<file path="config.mk">
export PLATFORM = sky130hd
export DESIGN_NAME = tef_flags
export DESIGN_NICKNAME = d
export VERILOG_FILES = /design/src/pkg/tef_pkg.sv /design/src/verilog/tef_read_port.sv /design/src/verilog/tef_flags.sv
export SDC_FILE = /design/constraint.sdc
export NUM_CORES = 1
export LEC_CHECK = 0
export CELL_PAD_IN_SITES_DETAIL_PLACEMENT = 2
export CELL_PAD_IN_SITES_GLOBAL_PLACEMENT = 2
export CORE_MARGIN = 5
export CORE_UTILIZATION = 34
export DETAILED_ROUTE_END_ITERATION = 8
export DONT_BUFFER_PORTS = 1
export PLACE_DENSITY_LB_ADDON = 0.1
export SLEW_MARGIN = 20
export SYNTH_ARGS = -nofsm -noshare
export SYNTH_HDL_FRONTEND = slang
export SYNTH_SLANG_ARGS = --single-unit
</file>
<file path="constraint.sdc">
create_clock -name i_sys_clk -period 1.3 [get_ports i_sys_clk]
set_input_delay 0.39 -clock i_sys_clk [delete_from_list [all_inputs] [get_ports i_sys_clk]]
set_output_delay 0.39 -clock i_sys_clk [all_outputs]
set_load 0.03 [all_outputs]
</file>
<file path="src/pkg/tef_pkg.sv">
// package for the transceiver error and status flag block
package tef_pkg;
    // ----------------------------------------
    // register map
    // ----------------------------------------
    localparam logic [5:0] ERROR_FLAGS_ADDR = 6'h06;
    localparam logic [5:0] GENERAL_STATUS_ADDR = 6'h07;
    localparam logic [7:0] ERROR_FLAGS_RESET = 8'h00;
    // undefined status bits come out of reset as zero
    localparam logic [7:0] GENERAL_STATUS_RESET = 8'h42;
    localparam logic [6:0] FIFO_DEPTH = 7'h40;
    localparam logic [1:0] FRAMING_ACTIVE = 2'h1;
    // error bit positions
    localparam int BIT_WRITE_ERROR = 7;
    localparam int BIT_OVERHEAT = 6;
    localparam int BIT_FIELD_TIMING = 5;
    localparam int BIT_BUFFER_OVERFLOW = 4;
    localparam int BIT_COLLISION = 3;
    localparam int BIT_CHECKSUM = 2;
    localparam int BIT_ODD_EVEN = 1;
    localparam int BIT_FRAMING_RULE = 0;

    // ----------------------------------------
    // speed codes
    // ----------------------------------------
    typedef enum logic [1:0] {
        SPEED_106 = 2'b00,
        SPEED_212 = 2'b01,
        SPEED_424 = 2'b10,
        SPEED_848 = 2'b11
    } tef_speed_t;

    // events reported by the datapath, one cycle pulses
    typedef struct packed {
        logic host_fifo_write;
        logic internal_fifo_write;
        logic overheat;
        logic field_late;
        logic bit_collision;
        logic checksum_fail;
        logic odd_even_fail;
        logic bad_start_of_frame;
        logic byte_length_violation;
        logic auth_byte_count_bad;
        logic miller_pulse_short;
    } tef_events_t;

    // operating context, levels
    typedef struct packed {
        logic cmd_start;
        logic rx_startup;
        logic auto_anticollision_cmd;
        logic authentication_cmd;
        logic awaiting_reply;
        logic initiator;
        logic active_mode;
        logic card_scheme_a;
        logic sync_detect_enable;
        logic receive_checksum_enable;
        logic [1:0] receive_framing_sel;
        logic [1:0] transmit_framing_sel;
        tef_speed_t speed;
        logic temp_clear;
        logic temp_below_limit;
    } tef_ctx_t;
endpackage

</file>
<file path="src/verilog/tef_read_port.sv">
// registered read port for the two flag registers
`timescale 1ns/1ns
`default_nettype none
module tef_read_port
    import tef_pkg::*;
(
    // clock and reset
    input wire logic i_sys_clk,
    input wire logic i_rstn,
    // register sources
    input wire logic [5:0] i_addr,
    input wire logic i_rd,
    input wire logic [7:0] i_error_flags,
    input wire logic [7:0] i_general_status,
    // read data
    output logic [7:0] o_rdata
);
    logic [7:0] next_rdata;

    always_comb begin
        next_rdata = o_rdata;
        if (i_rd) begin
            case (i_addr)
                ERROR_FLAGS_ADDR: next_rdata = i_error_flags;
                GENERAL_STATUS_ADDR: next_rdata = i_general_status;
                default: next_rdata = 8'h00;
            endcase
        end
    end

    always_ff @(posedge i_sys_clk or negedge i_rstn) begin
        if (!i_rstn) begin
            o_rdata <= 8'h00;
        end else begin
            o_rdata <= next_rdata;
        end
    end
endmodule
`default_nettype wire

</file>
<file path="src/verilog/tef_flags.sv">
// error flag register and general status register
// Functional notes
// - fifo write during busy phases sets write error
// - overheat sets flag, antenna drivers off
// - late field in active mode, framing 01
// - write into full fifo sets overflow
// - collision at 106; forced one otherwise outside startup
// - checksum fail with check enabled; startup clears
// - parity fail at 106 type a or active mode; startup clears
// - bad start of frame at 106
// - anticollision while initiator sets framing error
// - wrong byte count in authentication
// - short miller pulse spacing sets framing error
// - command start clears all but overheat
// - reset zero, read only, fixed order
// - status reset values fixed
// - any error raises error interrupt request
// - high watermark when 64 minus level small
// - interrupt pending from enabled sources
`timescale 1ns/1ns
`default_nettype none
module tef_flags
    import tef_pkg::*;
(
    // clock and reset
    input wire logic i_sys_clk,
    input wire logic i_rstn,
    // datapath events and context
    input wire tef_events_t i_ev,
    input wire tef_ctx_t i_ctx,
    input wire logic i_fifo_full,
    input wire logic [6:0] i_fifo_fill_level,
    input wire logic [5:0] i_watermark_threshold,
    // other status sources
    input wire logic i_carrier_frequency_ok,
    input wire logic i_checksum_good,
    input wire logic i_checksum_done,
    input wire logic i_timer_active,
    input wire logic i_field_present,
    input wire logic i_other_irq_pending,
    input wire logic i_error_irq_enable,
    // host read port
    input wire logic [5:0] i_addr,
    input wire logic i_rd,
    output logic [7:0] o_rdata,
    // outputs
    output logic [7:0] o_error_flags,
    output logic [7:0] o_general_status,
    output logic o_error_interrupt_request,
    output logic o_antenna_off
);
    // ----------------------------------------
    // error flags
    // ----------------------------------------
    logic [7:0] error_flags;
    logic [7:0] next_error_flags;
    logic [7:0] set_v;
    logic at_106;

    function automatic logic is_106(input tef_speed_t s);
        return s == SPEED_106;
    endfunction

    always_comb begin
        at_106 = is_106(i_ctx.speed);
        set_v = 8'h00;
        set_v[BIT_WRITE_ERROR] = i_ev.host_fifo_write && (i_ctx.auto_anticollision_cmd
            || i_ctx.authentication_cmd || i_ctx.awaiting_reply);
        set_v[BIT_OVERHEAT] = i_ev.overheat;
        set_v[BIT_FIELD_TIMING] = i_ev.field_late && i_ctx.active_mode
            && (i_ctx.receive_framing_sel == FRAMING_ACTIVE
            || i_ctx.transmit_framing_sel == FRAMING_ACTIVE);
        set_v[BIT_BUFFER_OVERFLOW] = i_fifo_full
            && (i_ev.host_fifo_write || i_ev.internal_fifo_write);
        set_v[BIT_COLLISION] = (i_ev.bit_collision && at_106)
            || (!at_106 && !i_ctx.rx_startup);
        set_v[BIT_CHECKSUM] = i_ev.checksum_fail && i_ctx.receive_checksum_enable;
        set_v[BIT_ODD_EVEN] = i_ev.odd_even_fail && at_106
            && (i_ctx.card_scheme_a || i_ctx.active_mode);
        set_v[BIT_FRAMING_RULE] = (i_ev.bad_start_of_frame && at_106)
            || (i_ev.byte_length_violation && i_ctx.sync_detect_enable
                && !at_106)
            || (i_ctx.auto_anticollision_cmd && i_ctx.initiator)
            || (i_ev.auth_byte_count_bad && i_ctx.authentication_cmd)
            || i_ev.miller_pulse_short;
    end

    always_comb begin
        next_error_flags = error_flags;
        // command start clears, overheat excepted; hardware sets still win
        if (i_ctx.cmd_start) begin
            next_error_flags = error_flags & 8'h40;
        end
        // startup clears before this cycle's sets so new errors survive
        if (i_ctx.rx_startup) begin
            next_error_flags[BIT_COLLISION] = 1'b0;
            next_error_flags[BIT_CHECKSUM] = 1'b0;
            next_error_flags[BIT_ODD_EVEN] = 1'b0;
            next_error_flags[BIT_FRAMING_RULE] = 1'b0;
        end
        // overheat only leaves through the explicit clear below the limit
        if (i_ctx.temp_clear && i_ctx.temp_below_limit) begin
            next_error_flags[BIT_OVERHEAT] = 1'b0;
        end
        next_error_flags = next_error_flags | set_v;
    end

    always_ff @(posedge i_sys_clk or negedge i_rstn) begin
        if (!i_rstn) begin
            error_flags <= ERROR_FLAGS_RESET;
        end else begin
            error_flags <= next_error_flags;
        end
    end

    // ----------------------------------------
    // status
    // ----------------------------------------
    logic [7:0] next_status;
    logic [6:0] free_space;

    always_comb begin
        free_space = FIFO_DEPTH - i_fifo_fill_level;
        next_status = {i_carrier_frequency_ok, i_checksum_good, i_checksum_done,
            (i_other_irq_pending || (|error_flags && i_error_irq_enable)),
            i_timer_active, i_field_present,
            (free_space <= {1'b0, i_watermark_threshold}),
            (i_fifo_fill_level <= {1'b0, i_watermark_threshold})};
    end

    always_ff @(posedge i_sys_clk or negedge i_rstn) begin
        if (!i_rstn) begin
            o_general_status <= GENERAL_STATUS_RESET;
            o_antenna_off <= 1'b0;
        end else begin
            o_general_status <= next_status;
            o_antenna_off <= next_error_flags[BIT_OVERHEAT];
        end
    end

    assign o_error_flags = error_flags;
    assign o_error_interrupt_request = |error_flags;

    // ----------------------------------------
    // host read port; no write path exists, so software cannot set flags
    // ----------------------------------------
    tef_read_port tef_read_port_i (
        .i_sys_clk(i_sys_clk),
        .i_rstn(i_rstn),
        .i_addr(i_addr),
        .i_rd(i_rd),
        .i_error_flags(error_flags),
        .i_general_status(o_general_status),
        .o_rdata(o_rdata)
    );

    // ----------------------------------------
    // checks
    // ----------------------------------------
    a_overflow_set: assert property (@(posedge i_sys_clk) disable iff (!i_rstn)
        i_fifo_full && i_ev.host_fifo_write |=> error_flags[BIT_BUFFER_OVERFLOW])
        else $error("overflow not flagged");
    a_write_err_set: assert property (@(posedge i_sys_clk) disable iff (!i_rstn)
        i_ev.host_fifo_write && i_ctx.awaiting_reply |=> error_flags[BIT_WRITE_ERROR])
        else $error("write error not flagged");
    a_overheat_hold: assert property (@(posedge i_sys_clk) disable iff (!i_rstn)
        error_flags[BIT_OVERHEAT] && !i_ctx.temp_clear |=> error_flags[BIT_OVERHEAT])
        else $error("overheat flag lost");
    a_antenna_off: assert property (@(posedge i_sys_clk) disable iff (!i_rstn)
        i_ev.overheat |=> o_antenna_off && error_flags[BIT_OVERHEAT])
        else $error("antenna not switched off");
    a_cmd_clear: assert property (@(posedge i_sys_clk) disable iff (!i_rstn)
        i_ctx.cmd_start && set_v == 8'h00 && !i_ctx.temp_clear
        |=> error_flags == ($past(error_flags) & 8'h40))
        else $error("command start clear wrong");
    a_err_irq: assert property (@(posedge i_sys_clk) disable iff (!i_rstn)
        o_error_interrupt_request == (error_flags != 8'h00))
        else $error("error request mismatch");
    a_collision_force: assert property (@(posedge i_sys_clk) disable iff (!i_rstn)
        !at_106 && !i_ctx.rx_startup |=> error_flags[BIT_COLLISION])
        else $error("collision not forced");
    a_startup_clear: assert property (@(posedge i_sys_clk) disable iff (!i_rstn)
        i_ctx.rx_startup && !i_ev.checksum_fail |=> !error_flags[BIT_CHECKSUM])
        else $error("checksum error not cleared");
    a_high_mark: assert property (@(posedge i_sys_clk) disable iff (!i_rstn)
        i_fifo_fill_level == 7'h3c && i_watermark_threshold == 6'h04
        |=> o_general_status[1])
        else $error("high watermark wrong");
    a_field_timing: assert property (@(posedge i_sys_clk) disable iff (!i_rstn)
        i_ev.field_late && i_ctx.active_mode && i_ctx.receive_framing_sel == FRAMING_ACTIVE
        |=> error_flags[BIT_FIELD_TIMING])
        else $error("field timing error not flagged");
    a_overflow_internal: assert property (@(posedge i_sys_clk) disable iff (!i_rstn)
        i_fifo_full && i_ev.internal_fifo_write
        |=> error_flags[BIT_BUFFER_OVERFLOW])
        else $error("internal overflow not flagged");
    a_collision_set: assert property (@(posedge i_sys_clk) disable iff (!i_rstn)
        i_ev.bit_collision && i_ctx.speed == SPEED_106
        |=> error_flags[BIT_COLLISION])
        else $error("collision not flagged");
    a_checksum_set: assert property (@(posedge i_sys_clk) disable iff (!i_rstn)
        i_ev.checksum_fail && i_ctx.receive_checksum_enable
        |=> error_flags[BIT_CHECKSUM])
        else $error("checksum error not flagged");
    a_parity_set: assert property (@(posedge i_sys_clk) disable iff (!i_rstn)
        i_ev.odd_even_fail && i_ctx.speed == SPEED_106 && i_ctx.card_scheme_a
        |=> error_flags[BIT_ODD_EVEN])
        else $error("parity error not flagged");
    a_sof_set: assert property (@(posedge i_sys_clk) disable iff (!i_rstn)
        i_ev.bad_start_of_frame && i_ctx.speed == SPEED_106
        |=> error_flags[BIT_FRAMING_RULE])
        else $error("start of frame error not flagged");
    a_sync_length: assert property (@(posedge i_sys_clk) disable iff (!i_rstn)
        i_ev.byte_length_violation && i_ctx.sync_detect_enable && i_ctx.speed != SPEED_106
        |=> error_flags[BIT_FRAMING_RULE])
        else $error("byte length error not flagged");
    a_initiator_coll: assert property (@(posedge i_sys_clk) disable iff (!i_rstn)
        i_ctx.auto_anticollision_cmd && i_ctx.initiator
        |=> error_flags[BIT_FRAMING_RULE])
        else $error("initiator anticollision not flagged");
    a_auth_count: assert property (@(posedge i_sys_clk) disable iff (!i_rstn)
        i_ev.auth_byte_count_bad && i_ctx.authentication_cmd
        |=> error_flags[BIT_FRAMING_RULE])
        else $error("authentication count not flagged");
    a_miller_short: assert property (@(posedge i_sys_clk) disable iff (!i_rstn)
        i_ev.miller_pulse_short |=> error_flags[BIT_FRAMING_RULE])
        else $error("short pulse spacing not flagged");
    a_rdata_flags: assert property (@(posedge i_sys_clk) disable iff (!i_rstn)
        i_rd && i_addr == ERROR_FLAGS_ADDR |=> o_rdata == $past(error_flags))
        else $error("error register read wrong");
    a_set_irq: assert property (@(posedge i_sys_clk) disable iff (!i_rstn)
        set_v != 8'h00 |=> o_error_interrupt_request)
        else $error("error request not raised");
    a_status_irq: assert property (@(posedge i_sys_clk) disable iff (!i_rstn)
        (|error_flags) && i_error_irq_enable |=> o_general_status[4])
        else $error("interrupt pending not shown");
    a_startup_first: assert property (@(posedge i_sys_clk) disable iff (!i_rstn)
        i_ctx.rx_startup && !i_ev.bit_collision && i_ctx.speed == SPEED_106
        |=> !error_flags[BIT_COLLISION])
        else $error("collision not cleared at startup");
endmodule
`default_nettype wire

</file>
# [Yosys cells after proc, flatten, opt, wreduce, memory -nomap -nowiden]
# Index checks and enable logic that the tools add are counted.
# W data, S select, Z words.
[totals] word_cells=47 output_inout_bits=26 register_bits=25
[op_classes] mux=4 reduce_logical=31 bitwise=1 n_eq_ne=4 n_addsub=1 order_cmp=2
[ops] operator="$logic_and A1 B1 Y1" n=16
[ops] operator="$pmux W8 S2" n=1
[ops] operator="$le A7 B6 Y1" n=2
[ops] operator="$eq A6 B3 Y1 const B" n=2
[ops] operator="$logic_or A1 B1 Y1" n=11
[ops] operator="$mux W8" n=1
[ops] operator="$or A8 B8 Y8" n=1
[ops] operator="$reduce_or A8 Y1" n=1
[ops] operator="$sub A7 B7 Y7 const A" n=1
[ops] operator="$eq A2 B1 Y1 const B" n=2
[ops] operator="$mux W4" n=1
[ops] operator="$logic_not A1 Y1" n=2
[ops] operator="$logic_not A2 Y1" n=1
[ops] operator="$mux W1" n=1

# [Logic depth before layout (Yosys ltp)]
[logic_depth] ltp_word=8 mapped_depth=8

# [Hierarchy]
# Synthesis repeated with hierarchy kept, for this count alone.
[hier_totals] cells_unflattened=136 area_unflattened_um2=1456.4
[by_module_without_submodules] mod="tef_flags" area_per_inst_um2=949.7 cells_each=98 seq_area_each_um2=402.9 instances=1
[by_module_without_submodules] mod="tef_read_port" area_per_inst_um2=506.7 cells_each=38 seq_area_each_um2=200.2 instances=1

# [Worst setup path before layout]
# No wires, ideal clock.
[synth_path] path_type="input to register" from="input port i_fifo_fill_level[2]" to="register o_general_status[1]" arrival_ns=1.732 cell_stages=7 path_slack_ns=-0.505 setup_ns=0.073 path_buffers=0 required_ns=1.227 cell_sequence="nor3_1 -> nand3_1 -> xor2_1 -> ha_1 -> and3_1 -> a221o_1 -> a21oi_1"
[synth_via] elab_chain_cells=2
[synth_lines] element="from (decl)" line="tef_flags.sv:32" source="input wire logic [6:0] i_fifo_fill_level,"
[synth_lines] element="$sub A7 B7 Y7" line="tef_flags.sv:123" source="free_space = FIFO_DEPTH - i_fifo_fill_level;"
[synth_lines] element="$le A7 B6 Y1" line="tef_flags.sv:127" source="(free_space <= {1'b0, i_watermark_threshold}),"
[synth_lines] element="via next_status[1]" line="tef_flags.sv:119" source="logic [7:0] next_status;"
[synth_lines] element="to (signal assigned)" line="tef_flags.sv:136" source="o_general_status <= next_status;"
[synth_lines] element="to (decl)" line="tef_flags.sv:48" source="output logic [7:0] o_general_status,"
# The timed path passes the listed nets, and every way through them passes these cells.
# A chain may end at the register's enable or synchronous reset.

# [Final worst setup path]
[layout_path] from="register error_flags[6], in the netlist o_error_flags[6]" to="output port o_error_interrupt_request"
[layout_via] elab_chain_cells=1
[layout_lines] element="from (decl)" line="tef_flags.sv:55" source="logic [7:0] error_flags;"
[layout_lines] element="from (signal assigned)" line="tef_flags.sv:112" source="error_flags <= next_error_flags;"
[layout_lines] element="$reduce_or A8 Y1" line="tef_flags.sv:142" source="assign o_error_interrupt_request = |error_flags;"
[layout_lines] element="to (decl)" line="tef_flags.sv:49" source="output logic o_error_interrupt_request,"
# Every way passes these cells.

==> results.toml <==
[worst_setup_path]
path_delay_family = "flip-flops"
crit_slowest_cell = "dfrtp_2"
start_kind = "register"
cp-startpoint = "o_error_flags[6]$_DFF_PN0_"
critical_path_buf_inv_count = 1
crit_chain = "nor4_4 > nand2_1 > buf_6"
path_depth = 3
slowest_delay_ps = 450
cp_max_fo = 2
crit_type = "reg2out"
required_ps = 910
r2r-end = "o_general_status[4]$_DFF_PN0_"
r2r-start = "o_error_flags[6]$_DFF_PN0_"
critical_path_arrival_ps = 1250
reg2reg_depth = 4
r2r_slack_ps = 40
endpoint_kind = "output pin"

[power]
netSwitchingFraction = 0.281
p_int_mw = 1.38
vdd_drop_max_mv = 0.379
switchingPower_uw = 539
p_per_area_nw_per_um2 = 1090
pwr-share-seq = 0.453
leakagePower_nw = 0.787
power_frac_clock = 0.351
combPwrFrac = 0.196

[cts]
clock-root-buffer = "clkbuf_8"
clkSinkCount = 24
clock_latency_ps = 270
cts_tree = "done"
clock_path_buffers = 2
cts_max_level = 1
cts_made_buffers = 3
cts.clk_slew.worst_paths_ps = 90

[layout]
utilization = 0.439
drive_above_1_share = 0.336
num-fill-cells = 408
regArea_um2 = 609
layout_common_cells = "inv_1 (18), dfrtp_1 (17), ha_1 (10), buf_4 (10)"
nets = 224
mostFrequentLayoutCell = "inv_1"
diodes = 0
multiInputGateArea_um2 = 771
instances_no_fill = 202
areaGrowthSynthToFinish_pct = 26.1

[die]
initial_utilization = 0.348
dieHeight_um = 74
die_w_um = 74
ioPinCount = 85
core_area_um2 = 4000
die_area_um2 = 5480
fp-row-count = 23

[yosys]
yosysSeqAreaShare = 0.433
ys_warn_count = 0
syn_nets = 205
synth_cells = 134
synth_area_um2 = 1390
synth_area_per_cell_um2 = 10.4
yosysUniqueCellTypes = 33
ys_ff_latch = 24

[routing]
drc = 0
vias = 1102
drt-total-wl_um = 4320
vias_per_cell = 5.46
wl_per_cell_um = 21.4
drt_pass1_iterations = 4
drt_iter0_markers = 20
postRouteAntennaNets = 0

[timing]
final-hold-violation-count = 0
min_period_ps = 1640
fin_crit_sh = 1.26
slew_violations = 0
finalClockSkew_ps = 2.55
setup_viol = 6
rsz0062_at_grt = "true"
setup-tns-final_ps = -732
fmax_ghz = 0.611
setup_ws_ps = -336
slew_headroom = 0.645
worst_pin_slew_ps = 532

[global_route]
antenna_found_initial = 0
grt_max_degree = 25
grt_pass1_vias = 1325
grt_pass1_wl_um = 6820
track_usage = 0.168
grt_remaining_overflow = 0

[place]
place_inst = 195
place_hpwl_um = 3540
gp_congestion = 0.782
io_buffers = 0

[status]
status = "finished with violations"
violations = "setup timing"

[worst_hold_path]
holdCritPathClass = "in2async"

[flow_run]
max_cap_violations = 0
-- power by group through the flow --
| stage | Sequential [mW] | Clock [mW] | Combinational, mW |
|---|---|---|---|
| detailed placement | 0.874 | 0 | 0.326 |
| finish | 0.869 | 0.675 | 0.377 |
| global placement | 0.872 | 0 | 0.306 |
| floorplan | 0.910 | 0 | 0.186 |
| CTS | 0.866 | 0.670 | 0.363 |
| global route | 0.876 | 0.711 | 0.420 |
-- how the worst max path moves through the flow --
| stage | end | slack, ps |
|---|---|---|
| after floorplan | o_general_status[1]$_DFF_PN1_ | -430 |
| after global placement | o_general_status[1]$_DFF_PN1_ | -470 |
| after detailed placement | o_general_status[1]$_DFF_PN1_ | -580 |
| after CTS | o_error_interrupt_request | -350 |
| after global routing | o_error_interrupt_request | -400 |
| final | o_error_interrupt_request | -340 |
-- flip-flops by register name (all words and copies together), names as in the netlist --
name and count:
o_general_status 8, tef_read_port_i.o_rdata 8, o_error_flags 8
-- Yosys cell counts --
master,instances,area (um^2)
inv_1,21,78.8
o22ai_1,2,12.5
nand2b_1,1,6.26
a211o_1,1,8.76
a221o_1,1,10.0
nand4_1,1,6.26
nand2_1,8,30.0
ha_1,12,150
nand3b_1,2,15.0
a22o_1,1,8.76
nor2_1,4,15.0
a21oi_1,5,25.0
dfrtp_1,22,551
xnor2_1,3,26.3
or3_1,1,6.26
and3_1,1,6.26
a221oi_1,1,8.76
nor2b_1,1,6.26
nor3_1,2,10.0
a21o_1,5,37.5
nor4_1,2,12.5
dfstp_2,2,52.6
o21ai_0,5,25.0
nand4b_1,2,17.5
buf_4,1,7.51
nand3_1,4,20.0
xor2_1,2,17.5
o211ai_1,1,7.51
o22ai_2,8,100
buf_1,1,3.75
o31ai_1,1,7.51
buf_6,2,22.5
mux2i_1,8,80.1
-- final cells by class --
cell class	instances	share of cell area
clock inverter	1	0.0171
inverter	21	0.0477
clock buffer	3	0.0235
multi-input combinational	85	0.439
tap	50	0.0356
timing repair buffer	18	0.0905
sequential	24	0.347
-- layer usage --
| metal | track usage | wire (um) |
|---|---|---|
| met4 | 0.0604 | 52 |
| met5 | 0 | 0 |
| met1 | 0.204 | 1740 |
| met2 | 0.280 | 2080 |
| met3 | 0.0514 | 454 |
-- per-stage QoR --
stage / worst slack (ps) / cell area [um^2] / hold WS (ps) / power [mW]
after floorplan: -432 / 1440 / 94.4 / 1.10
after global placement: -470 / 1580 / 94.9 / 1.18
after detailed placement: -576 / 1580 / 95.0 / 1.20
after CTS: -355 / 1710 / 108 / 1.90
after global routing: -404 / 1760 / 91.0 / 2.01
final: -336 / 1760 / 81.8 / 1.92
-- cells by family after synthesis --
logic type | count (synthesis) | synth area share
XOR/XNOR | 5 | 0.0315
AND/OR/NAND/NOR | 29 | 0.109
buffers and inverters | 25 | 0.0809
flip-flops | 24 | 0.433
adder cells (fa/ha/maj) | 12 | 0.108
multiplexers | 8 | 0.0575
AO/OA/AOI/OAI | 31 | 0.181
-- what timing repair did --
item / 4_1_cts / 5_1_grt
hold buffers: 1 / 0
pin swaps: 2 / 4
endpoints found under the hold margin: 24 / 0
setup endpoints to repair: 6 / 10
gates resized for setup: 8 / 8
setup buffers: 0 / 2
(Power assumes the default switching activity.)
